File: src/pkg/sacc_pkg.sv
// Constants, register map and types of the scaling accumulator.
// Assumes one clock; all users import the whole package.
package sacc_pkg;

    localparam int SACC_REG_AW = 4;
    localparam int SACC_REG_DW = 32;

    localparam logic [3:0] SACC_REG_CTRL   = 4'h0;
    localparam logic [3:0] SACC_REG_STATUS = 4'h1;
    localparam logic [3:0] SACC_REG_RESULT = 4'h2;
    localparam logic [3:0] SACC_REG_CONFIG = 4'h3;
    localparam logic [3:0] SACC_REG_RATE   = 4'h4;
    localparam logic [3:0] SACC_REG_COUNT  = 4'h5;
    localparam logic [3:0] SACC_REG_SAMPLE = 4'h6;

    localparam int SACC_CTRL_RUN_BIT   = 0;
    localparam int SACC_CTRL_CLR_BIT   = 1;
    localparam int SACC_STAT_WRAP_BIT  = 0;
    localparam int SACC_STAT_RST_BIT   = 1;
    localparam int SACC_STAT_HOLD_BIT  = 2;

    localparam int SACC_CFG_FRAC_POS   = 8;
    localparam int SACC_CFG_SGN_POS    = 16;
    localparam int SACC_CFG_SUB_POS    = 17;
    localparam int SACC_CFG_RLD_POS    = 18;
    localparam int SACC_CFG_RST_POS    = 19;
    localparam int SACC_CFG_SCALE_POS  = 20;
    localparam int SACC_CFG_GROW_POS   = 24;

    localparam logic        SACC_RUN_RESET  = 1'b1;
    localparam logic [7:0]  SACC_RATE_RESET = 8'h00;
    localparam logic [7:0]  SACC_FP_MSB_GROWTH_MAX = 8'h36;

    typedef enum logic [3:0] {
        SACC_SCALE_1   = 4'h0,
        SACC_SCALE_2   = 4'h1,
        SACC_SCALE_4   = 4'h2,
        SACC_SCALE_8   = 4'h3,
        SACC_SCALE_16  = 4'h4,
        SACC_SCALE_32  = 4'h5,
        SACC_SCALE_64  = 4'h6,
        SACC_SCALE_128 = 4'h7,
        SACC_SCALE_256 = 4'h8
    } sacc_scale_type;

    typedef enum logic {
        SACC_OP_ADD = 1'b0,
        SACC_OP_SUB = 1'b1
    } sacc_op_type;

    typedef enum logic [1:0] {
        SACC_ACT_HOLD  = 2'h0,
        SACC_ACT_ACCUM = 2'h1,
        SACC_ACT_ZERO  = 2'h2,
        SACC_ACT_LOAD  = 2'h3
    } sacc_act_type;

endpackage : sacc_pkg

File: src/pkg/sacc_dp_if.sv
// Operand and result bundle between the core and its arithmetic unit.
// Assumes the arithmetic side is purely combinational.
`timescale 1ns/100ps
interface sacc_dp_if
    import sacc_pkg::*;
#(
    parameter int DATA_W = 16
);
    logic [DATA_W-1:0] acc;
    logic [DATA_W-1:0] sample;
    sacc_op_type       op;
    sacc_scale_type    scale;
    logic [DATA_W-1:0] result;
    logic              wrap;

    modport core  (output acc, sample, op, scale, input result, wrap);
    modport arith (input acc, sample, op, scale, output result, wrap);
endinterface : sacc_dp_if

File: src/sacc_scale_add.sv
// Scale-by-shift and add/subtract of the accumulator feedback path.
// Assumes the accumulator operand comes from a register and the sample from the live input; the result is combinational.
`timescale 1ns/100ps
module sacc_scale_add
    import sacc_pkg::*;
#(
    parameter int DATA_W = 16,
    parameter bit SIGNED = 1'b1
) (
    sacc_dp_if.arith dp
);
    logic signed [DATA_W-1:0] scaled_s;
    logic        [DATA_W-1:0] scaled;
    logic        [DATA_W:0]   ext_a;
    logic        [DATA_W:0]   ext_b;
    logic        [DATA_W:0]   full;

    always_comb begin
        scaled_s = $signed(dp.acc) >>> dp.scale;
        scaled   = SIGNED ? scaled_s : (dp.acc >> dp.scale);
        ext_a    = {SIGNED & scaled[DATA_W-1], scaled};
        ext_b    = {SIGNED & dp.sample[DATA_W-1], dp.sample};
        if (dp.op == SACC_OP_SUB) begin
            full = ext_a - ext_b;
        end else begin
            full = ext_a + ext_b;
        end
        // Top bit dropped on purpose: plain two's complement wrap
        dp.result = full[DATA_W-1:0];
        dp.wrap   = SIGNED ? (full[DATA_W] ^ full[DATA_W-1]) : full[DATA_W];
    end
endmodule : sacc_scale_add

File: src/sacc_rate_div.sv
// Clock enable divider: one tick every div_in+1 cycles.
// Assumes div_in is quasi-static; a change does not restart the count, which runs on against the new value.
`timescale 1ns/100ps
module sacc_rate_div
    import sacc_pkg::*;
#(
    parameter int CNT_W = 8
) (
    input  wire logic             sys_clk_in,
    input  wire logic             nrst_in,
    input  wire logic [CNT_W-1:0] div_in,
    output logic                  tick_out
);
    typedef struct packed {
        logic [CNT_W-1:0] cnt;
        logic             tick;
    } sacc_div_type;

    sacc_div_type st_q;
    sacc_div_type st_d;

    always_comb begin
        st_d = st_q;
        if (st_q.cnt >= div_in) begin
            st_d.cnt  = '0;
            st_d.tick = 1'b1;
        end else begin
            st_d.cnt  = st_q.cnt + 1'b1;
            st_d.tick = 1'b0;
        end
    end

    always_ff @(posedge sys_clk_in) begin
        if (!nrst_in) begin
            st_q <= '0;
        end else begin
            st_q <= st_d;
        end
    end

    assign tick_out = st_q.tick;
endmodule : sacc_rate_div

File: src/sacc_top.sv
// Scaling accumulator core with a small register port.
// Assumes sample, enable and reset are synchronous to sys_clk_in and
// that a register read returns data in the following cycle only.
`timescale 1ns/100ps
module sacc_top
    import sacc_pkg::*;
#(
    parameter int             DATA_W    = 16,
    parameter int             FRAC_BITS = 0,
    parameter bit             SIGNED    = 1'b1,
    parameter sacc_op_type    OPERATION = SACC_OP_ADD,
    parameter sacc_scale_type FB_SCALE  = SACC_SCALE_1,
    parameter bit             HAS_RST   = 1'b1,
    parameter bit             RELOAD    = 1'b0,
    parameter bit             MULTIRATE = 1'b0,
    parameter int             CNT_W     = 16
) (
    input  wire logic                   sys_clk_in,
    input  wire logic                   nrst_in,
    input  wire logic [DATA_W-1:0]      sample_in,
    input  wire logic                   acc_en_in,
    input  wire logic                   acc_rst_in,
    input  wire logic [SACC_REG_AW-1:0] reg_addr_in,
    input  wire logic [SACC_REG_DW-1:0] reg_wdata_in,
    input  wire logic                   reg_wr_in,
    input  wire logic                   reg_rd_in,
    output logic      [SACC_REG_DW-1:0] reg_rdata_out,
    output logic      [DATA_W-1:0]      acc_out
);
    // Reload only exists when a reset port is built
    localparam bit RELOAD_EFF = HAS_RST & RELOAD;

    typedef struct packed {
        logic [DATA_W-1:0]      acc;
        logic [DATA_W-1:0]      last;
        logic [SACC_REG_DW-1:0] rdata;
        logic [CNT_W-1:0]       count;
        logic [7:0]             rate;
        logic                   run;
        logic                   clr_pend;
        logic                   wrap_flag;
        logic                   rst_seen;
        logic                   held;
    } sacc_state_type;

    sacc_state_type st_q;
    sacc_state_type st_d;

    sacc_dp_if #(.DATA_W(DATA_W)) dp ();

    logic         rate_tick;
    logic         ce;
    logic         rst_req;
    sacc_act_type act;
    logic [SACC_REG_DW-1:0] rd_word;
    logic [SACC_REG_DW-1:0] cfg_word;

    sacc_scale_add #(
        .DATA_W (DATA_W),
        .SIGNED (SIGNED)
    ) u_arith (
        .dp (dp.arith)
    );

    sacc_rate_div #(
        .CNT_W (8)
    ) u_div (
        .sys_clk_in (sys_clk_in),
        .nrst_in    (nrst_in),
        .div_in     (st_q.rate),
        .tick_out   (rate_tick)
    );

    // Datapath width follows the sample, so the result matches it
    function automatic logic [SACC_REG_DW-1:0] to_word(
        input logic [DATA_W-1:0] v
    );
        logic [SACC_REG_DW-1:0] w;
        w = '0;
        for (int i = 0; i < SACC_REG_DW; i++) begin
            if (i < DATA_W) begin
                w[i] = v[i];
            end else begin
                w[i] = SIGNED & v[DATA_W-1];
            end
        end
        return w;
    endfunction : to_word

    function automatic logic [7:0] to_byte(input int v);
        return v[7:0];
    endfunction : to_byte

    assign dp.acc    = st_q.acc;
    // The live sample feeds the adder so a result lags its sample by one
    assign dp.sample = sample_in;
    assign dp.op     = OPERATION;
    assign dp.scale  = FB_SCALE;

    // Read-only build description; the float growth limit is reported too
    always_comb begin
        cfg_word = '0;
        cfg_word[7:0] = to_byte(DATA_W);
        cfg_word[SACC_CFG_FRAC_POS +: 8] = to_byte(FRAC_BITS);
        cfg_word[SACC_CFG_SGN_POS] = SIGNED;
        cfg_word[SACC_CFG_SUB_POS] = (OPERATION == SACC_OP_SUB);
        cfg_word[SACC_CFG_RLD_POS] = RELOAD_EFF;
        cfg_word[SACC_CFG_RST_POS] = HAS_RST;
        cfg_word[SACC_CFG_SCALE_POS +: 4] = FB_SCALE;
        cfg_word[SACC_CFG_GROW_POS +: 8] = SACC_FP_MSB_GROWTH_MAX;
    end

    always_comb begin
        rd_word = '0;
        unique case (reg_addr_in)
            SACC_REG_CTRL: begin
                rd_word[SACC_CTRL_RUN_BIT] = st_q.run;
            end
            SACC_REG_STATUS: begin
                rd_word[SACC_STAT_WRAP_BIT] = st_q.wrap_flag;
                rd_word[SACC_STAT_RST_BIT]  = st_q.rst_seen;
                rd_word[SACC_STAT_HOLD_BIT] = st_q.held;
            end
            SACC_REG_RESULT: begin
                rd_word = to_word(st_q.acc);
            end
            SACC_REG_CONFIG: begin
                rd_word = cfg_word;
            end
            SACC_REG_RATE: begin
                rd_word[7:0] = st_q.rate;
            end
            SACC_REG_COUNT: begin
                rd_word = SACC_REG_DW'(st_q.count);
            end
            SACC_REG_SAMPLE: begin
                rd_word = to_word(st_q.last);
            end
            default: begin
                // Unmapped offsets read as zero
                rd_word = '0;
            end
        endcase
    end

    // Enable is the external enable gated by software run and rate tick
    always_comb begin
        ce      = acc_en_in & st_q.run & rate_tick;
        rst_req = (HAS_RST & acc_rst_in) | st_q.clr_pend;
        if (rst_req) begin
            if (!RELOAD_EFF) begin
                act = SACC_ACT_ZERO;
            end else if (MULTIRATE && !rate_tick) begin
                // Reload is tied to the rate tick, so it waits for it
                act = SACC_ACT_HOLD;
            end else begin
                act = SACC_ACT_LOAD;
            end
        end else if (ce) begin
            act = SACC_ACT_ACCUM;
        end else begin
            act = SACC_ACT_HOLD;
        end
    end

    always_comb begin
        st_d       = st_q;
        st_d.rdata = '0;
        if (reg_rd_in) begin
            st_d.rdata = rd_word;
        end

        unique case (act)
            SACC_ACT_HOLD: begin
                st_d.held = 1'b1;
            end
            SACC_ACT_ACCUM: begin
                st_d.acc   = dp.result;
                st_d.last  = sample_in;
                st_d.count = st_q.count + 1'b1;
                st_d.held  = 1'b0;
            end
            SACC_ACT_ZERO: begin
                st_d.acc   = '0;
                st_d.last  = '0;
                st_d.count = '0;
                st_d.held  = 1'b0;
            end
            SACC_ACT_LOAD: begin
                st_d.acc   = sample_in;
                st_d.last  = '0;
                st_d.count = '0;
                st_d.held  = 1'b0;
            end
        endcase

        // A soft clear is consumed once its reset action has happened
        if (act == SACC_ACT_ZERO || act == SACC_ACT_LOAD) begin
            st_d.clr_pend = 1'b0;
            st_d.rst_seen = 1'b1;
        end

        if (reg_wr_in) begin
            unique case (reg_addr_in)
                SACC_REG_CTRL: begin
                    st_d.run = reg_wdata_in[SACC_CTRL_RUN_BIT];
                    if (reg_wdata_in[SACC_CTRL_CLR_BIT]) begin
                        st_d.clr_pend = 1'b1;
                    end
                end
                SACC_REG_STATUS: begin
                    if (reg_wdata_in[SACC_STAT_WRAP_BIT]) begin
                        st_d.wrap_flag = 1'b0;
                    end
                    if (reg_wdata_in[SACC_STAT_RST_BIT]) begin
                        st_d.rst_seen = 1'b0;
                    end
                end
                SACC_REG_RATE: begin
                    st_d.rate = reg_wdata_in[7:0];
                end
                default: begin
                    // Writes to read-only or unmapped offsets are dropped
                    st_d.rate = st_d.rate;
                end
            endcase
        end

        // Hardware set wins over a same-cycle software clear
        if (act == SACC_ACT_ACCUM && dp.wrap) begin
            st_d.wrap_flag = 1'b1;
        end
        if (act == SACC_ACT_ZERO || act == SACC_ACT_LOAD) begin
            st_d.rst_seen = 1'b1;
        end
    end

    always_ff @(posedge sys_clk_in) begin
        if (!nrst_in) begin
            st_q          <= '0;
            st_q.run      <= SACC_RUN_RESET;
            st_q.rate     <= SACC_RATE_RESET;
        end else begin
            st_q <= st_d;
        end
    end

    assign acc_out       = st_q.acc;
    assign reg_rdata_out = st_q.rdata;

endmodule : sacc_top

File: config.mk
export PLATFORM = sky130hd
export DESIGN_NAME = sacc_top
export DESIGN_NICKNAME = d
export VERILOG_FILES = /design/src/pkg/sacc_pkg.sv /design/src/pkg/sacc_dp_if.sv /design/src/sacc_scale_add.sv /design/src/sacc_rate_div.sv /design/src/sacc_top.sv
export SDC_FILE = /design/constraint.sdc
export NUM_CORES = 1
export LEC_CHECK = 0
export CORE_MARGIN = 2
export CORE_UTILIZATION = 40
export DETAILED_ROUTE_END_ITERATION = 10
export DONT_BUFFER_PORTS = 1
export GPL_TIMING_DRIVEN = 1
export PLACE_DENSITY_LB_ADDON = 0.12
export RECOVER_POWER = 50
export SLEW_MARGIN = 5
export SYNTH_ARGS = -nofsm -noshare
export SYNTH_HDL_FRONTEND = slang
export SYNTH_SLANG_ARGS = --single-unit
File: constraint.sdc
create_clock -name sys_clk_in -period 4.4 [get_ports sys_clk_in]
set_input_delay 0.44 -clock sys_clk_in [delete_from_list [all_inputs] [get_ports sys_clk_in]]
set_output_delay 0.44 -clock sys_clk_in [all_outputs]
set_load 0.01 [all_outputs]
==> results.md <==
- **result of the run** finished with violations
- **violated checks** max-capacitance violations, max-slew violations
- **GR Overflow Total** 0
- **worst min-delay path class** in -> reg
- **DR iter-0 viols** 226
- **power per cell area** 364 nW/um^2
- **clock latency reported for the late side of the worst-skew pair** 0.35 ns
- **wire length of the first global-routing pass** 18300 um
- **DR pass1 iterations** 5
- **Global Route Usage Sum** 18.3%
- **synthesized instance count** 560
- **drt wl/cell** 17.4 um
- **Pins Over Slew Limit** 17
- **shortest clock period the worst path allows after layout** 2.57 ns
- **post-synthesis cell type with the largest combined area** sky130_fd_sc_hd__dfxtp_1
- **Hold Fails Final Rpt** 0
- **worst rel slew slack** -22.6%
- **Die Y** 113 um
- **Mapped Nets** 645
- **Inserted Clock Buffers** 9
- **buffer depth of the longest clock path** 2
- **detailed placement HPWL** 8390 um
- **final worst path period share** 58.3%
- **core region area** 11500 um^2
- **Arrival @ worst endpoint** 2.86 ns
- **area overhead of the layout relative to synthesis** 0.820%
- **Syn. warnings** 0
- **number of remaining DRC errors** 0
- **clock input transition at the sequential cells of the worst setup and hold paths** 0.06 ns
- **Pleak** 0.00172 uW
- **via count** 3576
- **required time at the endpoint of the critical path** 4.69 ns
- **I/O pin count** 106
- **Setup Fix Bufs, Post-CTS** 0
- **placer congestion estimate** 0.802
- **Startpoint Class** input port
- **# diodes** 0
- **number of enable-type register cells in the synthesized netlist** 0
- **number of buffers and inverters on the critical path** 0
- **RSZ-0062 raised after global routing** no
- **clock tree from TritonCTS** built
- **maximum number of pins on one net before global-route repair** 36
- **H-Tree Depth** 3
- **family of cells with the greatest summed delay on the critical path** simple AND/OR/NAND/NOR gates
- **effective utilization at floorplan** 41.2%
- **syn_area_per_cell** 8.45 um^2
- **flops & latches, synth** 88
- **top fanout value on the critical path** 16
- **dominant cells by area after synthesis** sky130_fd_sc_hd__dfxtp_1, sky130_fd_sc_hd__buf_4, sky130_fd_sc_hd__ha_1
- **Slowest cell on crit path** sky130_fd_sc_hd__nor3_1
- **number of hold-repair buffers added at the cts stage** 0
- **fraction of the yosys area taken by sequential cells** 37.2%
- **number of nets still failing antenna checks after routing** 0
- **Cell Chain, Critical Path** nand2b_1 > nor3_1 > a22oi_1 > nor2_1 > a31o_2
- **clock net sink count** 88
- **critical path endpoint category** flop
- **Max rail drop VDD** 0.000327 V
- **Final Util** 41.6%
- **number of antenna violations at the first check in global routing** 0
- **setup-violating endpoint count in the final report** 0
- **floorplan row count** 39
- **Synth top area share** 37.2%
- **Critical Setup Path Class** in -> reg
- **via density per instance** 5.50
- **slew at the pin closest to its max-slew limit** 1.82 ns
- **Chip Width** 113 um
- **netlist area before placement** 4730 um^2
- **via count of the first global-routing pass** 3454
- **ys async rst share** 0%
- **longest individual stage delay on the worst path** 1.37 ns
- **count of different cell masters after synthesis** 54
- **Resize count post-CTS** 0
- **max-cap check violation count** 1
- **WL final** 11300 um
- **root buffer cell** sky130_fd_sc_hd__clkbuf_16
- **total of buffers placed on input and output ports** 0
- **layout cells sized above 1** 5.92%
- **most numerous cell types in the synthesized netlist** sky130_fd_sc_hd__dfxtp_1, sky130_fd_sc_hd__nand2_1, sky130_fd_sc_hd__a21oi_1, sky130_fd_sc_hd__buf_4, sky130_fd_sc_hd__nor2_1
- **dominant cell by count in the synthesized netlist** sky130_fd_sc_hd__dfxtp_1
- **full die area** 12700 um^2
- **Layout Nets** 587
- **post-route setup TNS** 0 ns
- **Worst Skew** 0.00593 ns
- **Main synth FF type** sky130_fd_sc_hd__dfxtp_1
- **maximum achievable frequency** 390 MHz
routing by layer:
metal / up-vias / wire length (um) / global-route usage (%)
met5: - / 0 / 0
met4: 0 / 167 / 5.85
met3: 12 / 736 / 6.00
met2: 79 / 5170 / 29.1
met1: 1682 / 5240 / 23.7
li1: 1803 / - / -
final cells by class:
cell class | count | area (um^2)
Inverter | 10 | 37.5
Clock buffer | 10 | 239
Sequential cell | 88 | 1760
Clock inverter | 6 | 68.8
Fill cell | 1152 | 6700
Tap cell | 143 | 179
Timing Repair Buffer | 3 | 15.0
Multi-Input combinational cell | 390 | 2470
path summary, 6_finish.rpt:
check                 start                end  slack [ns]  cells after the start
max          reg_addr_in[0]  reg_rdata_out[29]        1.83                      5
min                 nrst_in            st_q[4]        0.17                      1
max reg2reg      acc_out[0]            st_q[2]        1.89                      8
min reg2reg        st_q[66]           st_q[66]        0.46                      2
registers in the layout (all words and copies together) (netlist names):
register / count
st_q: 45
reg_rdata_out: 18
acc_out: 16
u_div.st_q: 8
u_div.tick_out: 1
logic make-up (layout without fill, tap and decap cells):
logic type | after synthesis | after routing | synth area share [%]
flops | 88 | 88 | 37.2
xor+xnor | 33 | 33 | 6.11
mux | 2 | 2 | 0.423
compound gates | 140 | 140 | 20.3
buf+inv | 82 | 29 | 10.5
simple gates | 188 | 188 | 18.1
fa+ha+maj | 27 | 27 | 7.30
report_power, final:
group / switching, uW / internal (uW) / total [uW]
combinational: 79.0 / 47.1 / 126
clock: 332 / 456 / 788
sequential: 14.0 / 809 / 823
total: 425 / 1310 / 1740
cell usage in the layout (no fill, tap or decap), types with 2 or more instances in the layout:
cell and n:
sky130_fd_sc_hd__a211o_1 2, sky130_fd_sc_hd__a211oi_1 6, sky130_fd_sc_hd__a21boi_0 9, sky130_fd_sc_hd__a21o_1 6, sky130_fd_sc_hd__a21o_2 2, sky130_fd_sc_hd__a21oi_1 58
sky130_fd_sc_hd__a222oi_1 8, sky130_fd_sc_hd__a22o_1 4, sky130_fd_sc_hd__a22oi_1 13, sky130_fd_sc_hd__a31oi_1 3, sky130_fd_sc_hd__and3_1 9, sky130_fd_sc_hd__clkbuf_1 2
sky130_fd_sc_hd__clkbuf_16 9, sky130_fd_sc_hd__clkinvlp_4 4, sky130_fd_sc_hd__dfxtp_1 88, sky130_fd_sc_hd__ha_1 26, sky130_fd_sc_hd__inv_1 10, sky130_fd_sc_hd__mux2i_1 2
sky130_fd_sc_hd__nand2_1 86, sky130_fd_sc_hd__nand2b_1 5, sky130_fd_sc_hd__nand3_1 24, sky130_fd_sc_hd__nand4_1 4, sky130_fd_sc_hd__nor2_1 38, sky130_fd_sc_hd__nor2b_1 4
sky130_fd_sc_hd__nor3_1 6, sky130_fd_sc_hd__o211ai_1 5, sky130_fd_sc_hd__o211ai_2 2, sky130_fd_sc_hd__o21a_1 3, sky130_fd_sc_hd__o21ai_0 7, sky130_fd_sc_hd__or3_1 4
sky130_fd_sc_hd__xnor2_1 16, sky130_fd_sc_hd__xor2_1 17
metrics by stage:
stage / hold WS (ns) / area (um^2) / cells / worst slack [ns] / total power [uW]
after floorplan: 0.436 / 4730 / 560 / 2.15 / 953
after global placement: 0.446 / 4470 / 634 / 1.87 / 968
after detailed placement: 0.452 / 4470 / 634 / 1.85 / 969
after CTS: 0.161 / 4780 / 650 / 1.87 / 1760
after global routing: 0.166 / 4770 / 650 / 1.47 / 1810
final: 0.175 / 4770 / 650 / 1.83 / 1740
(Power assumes the default switching activity.)
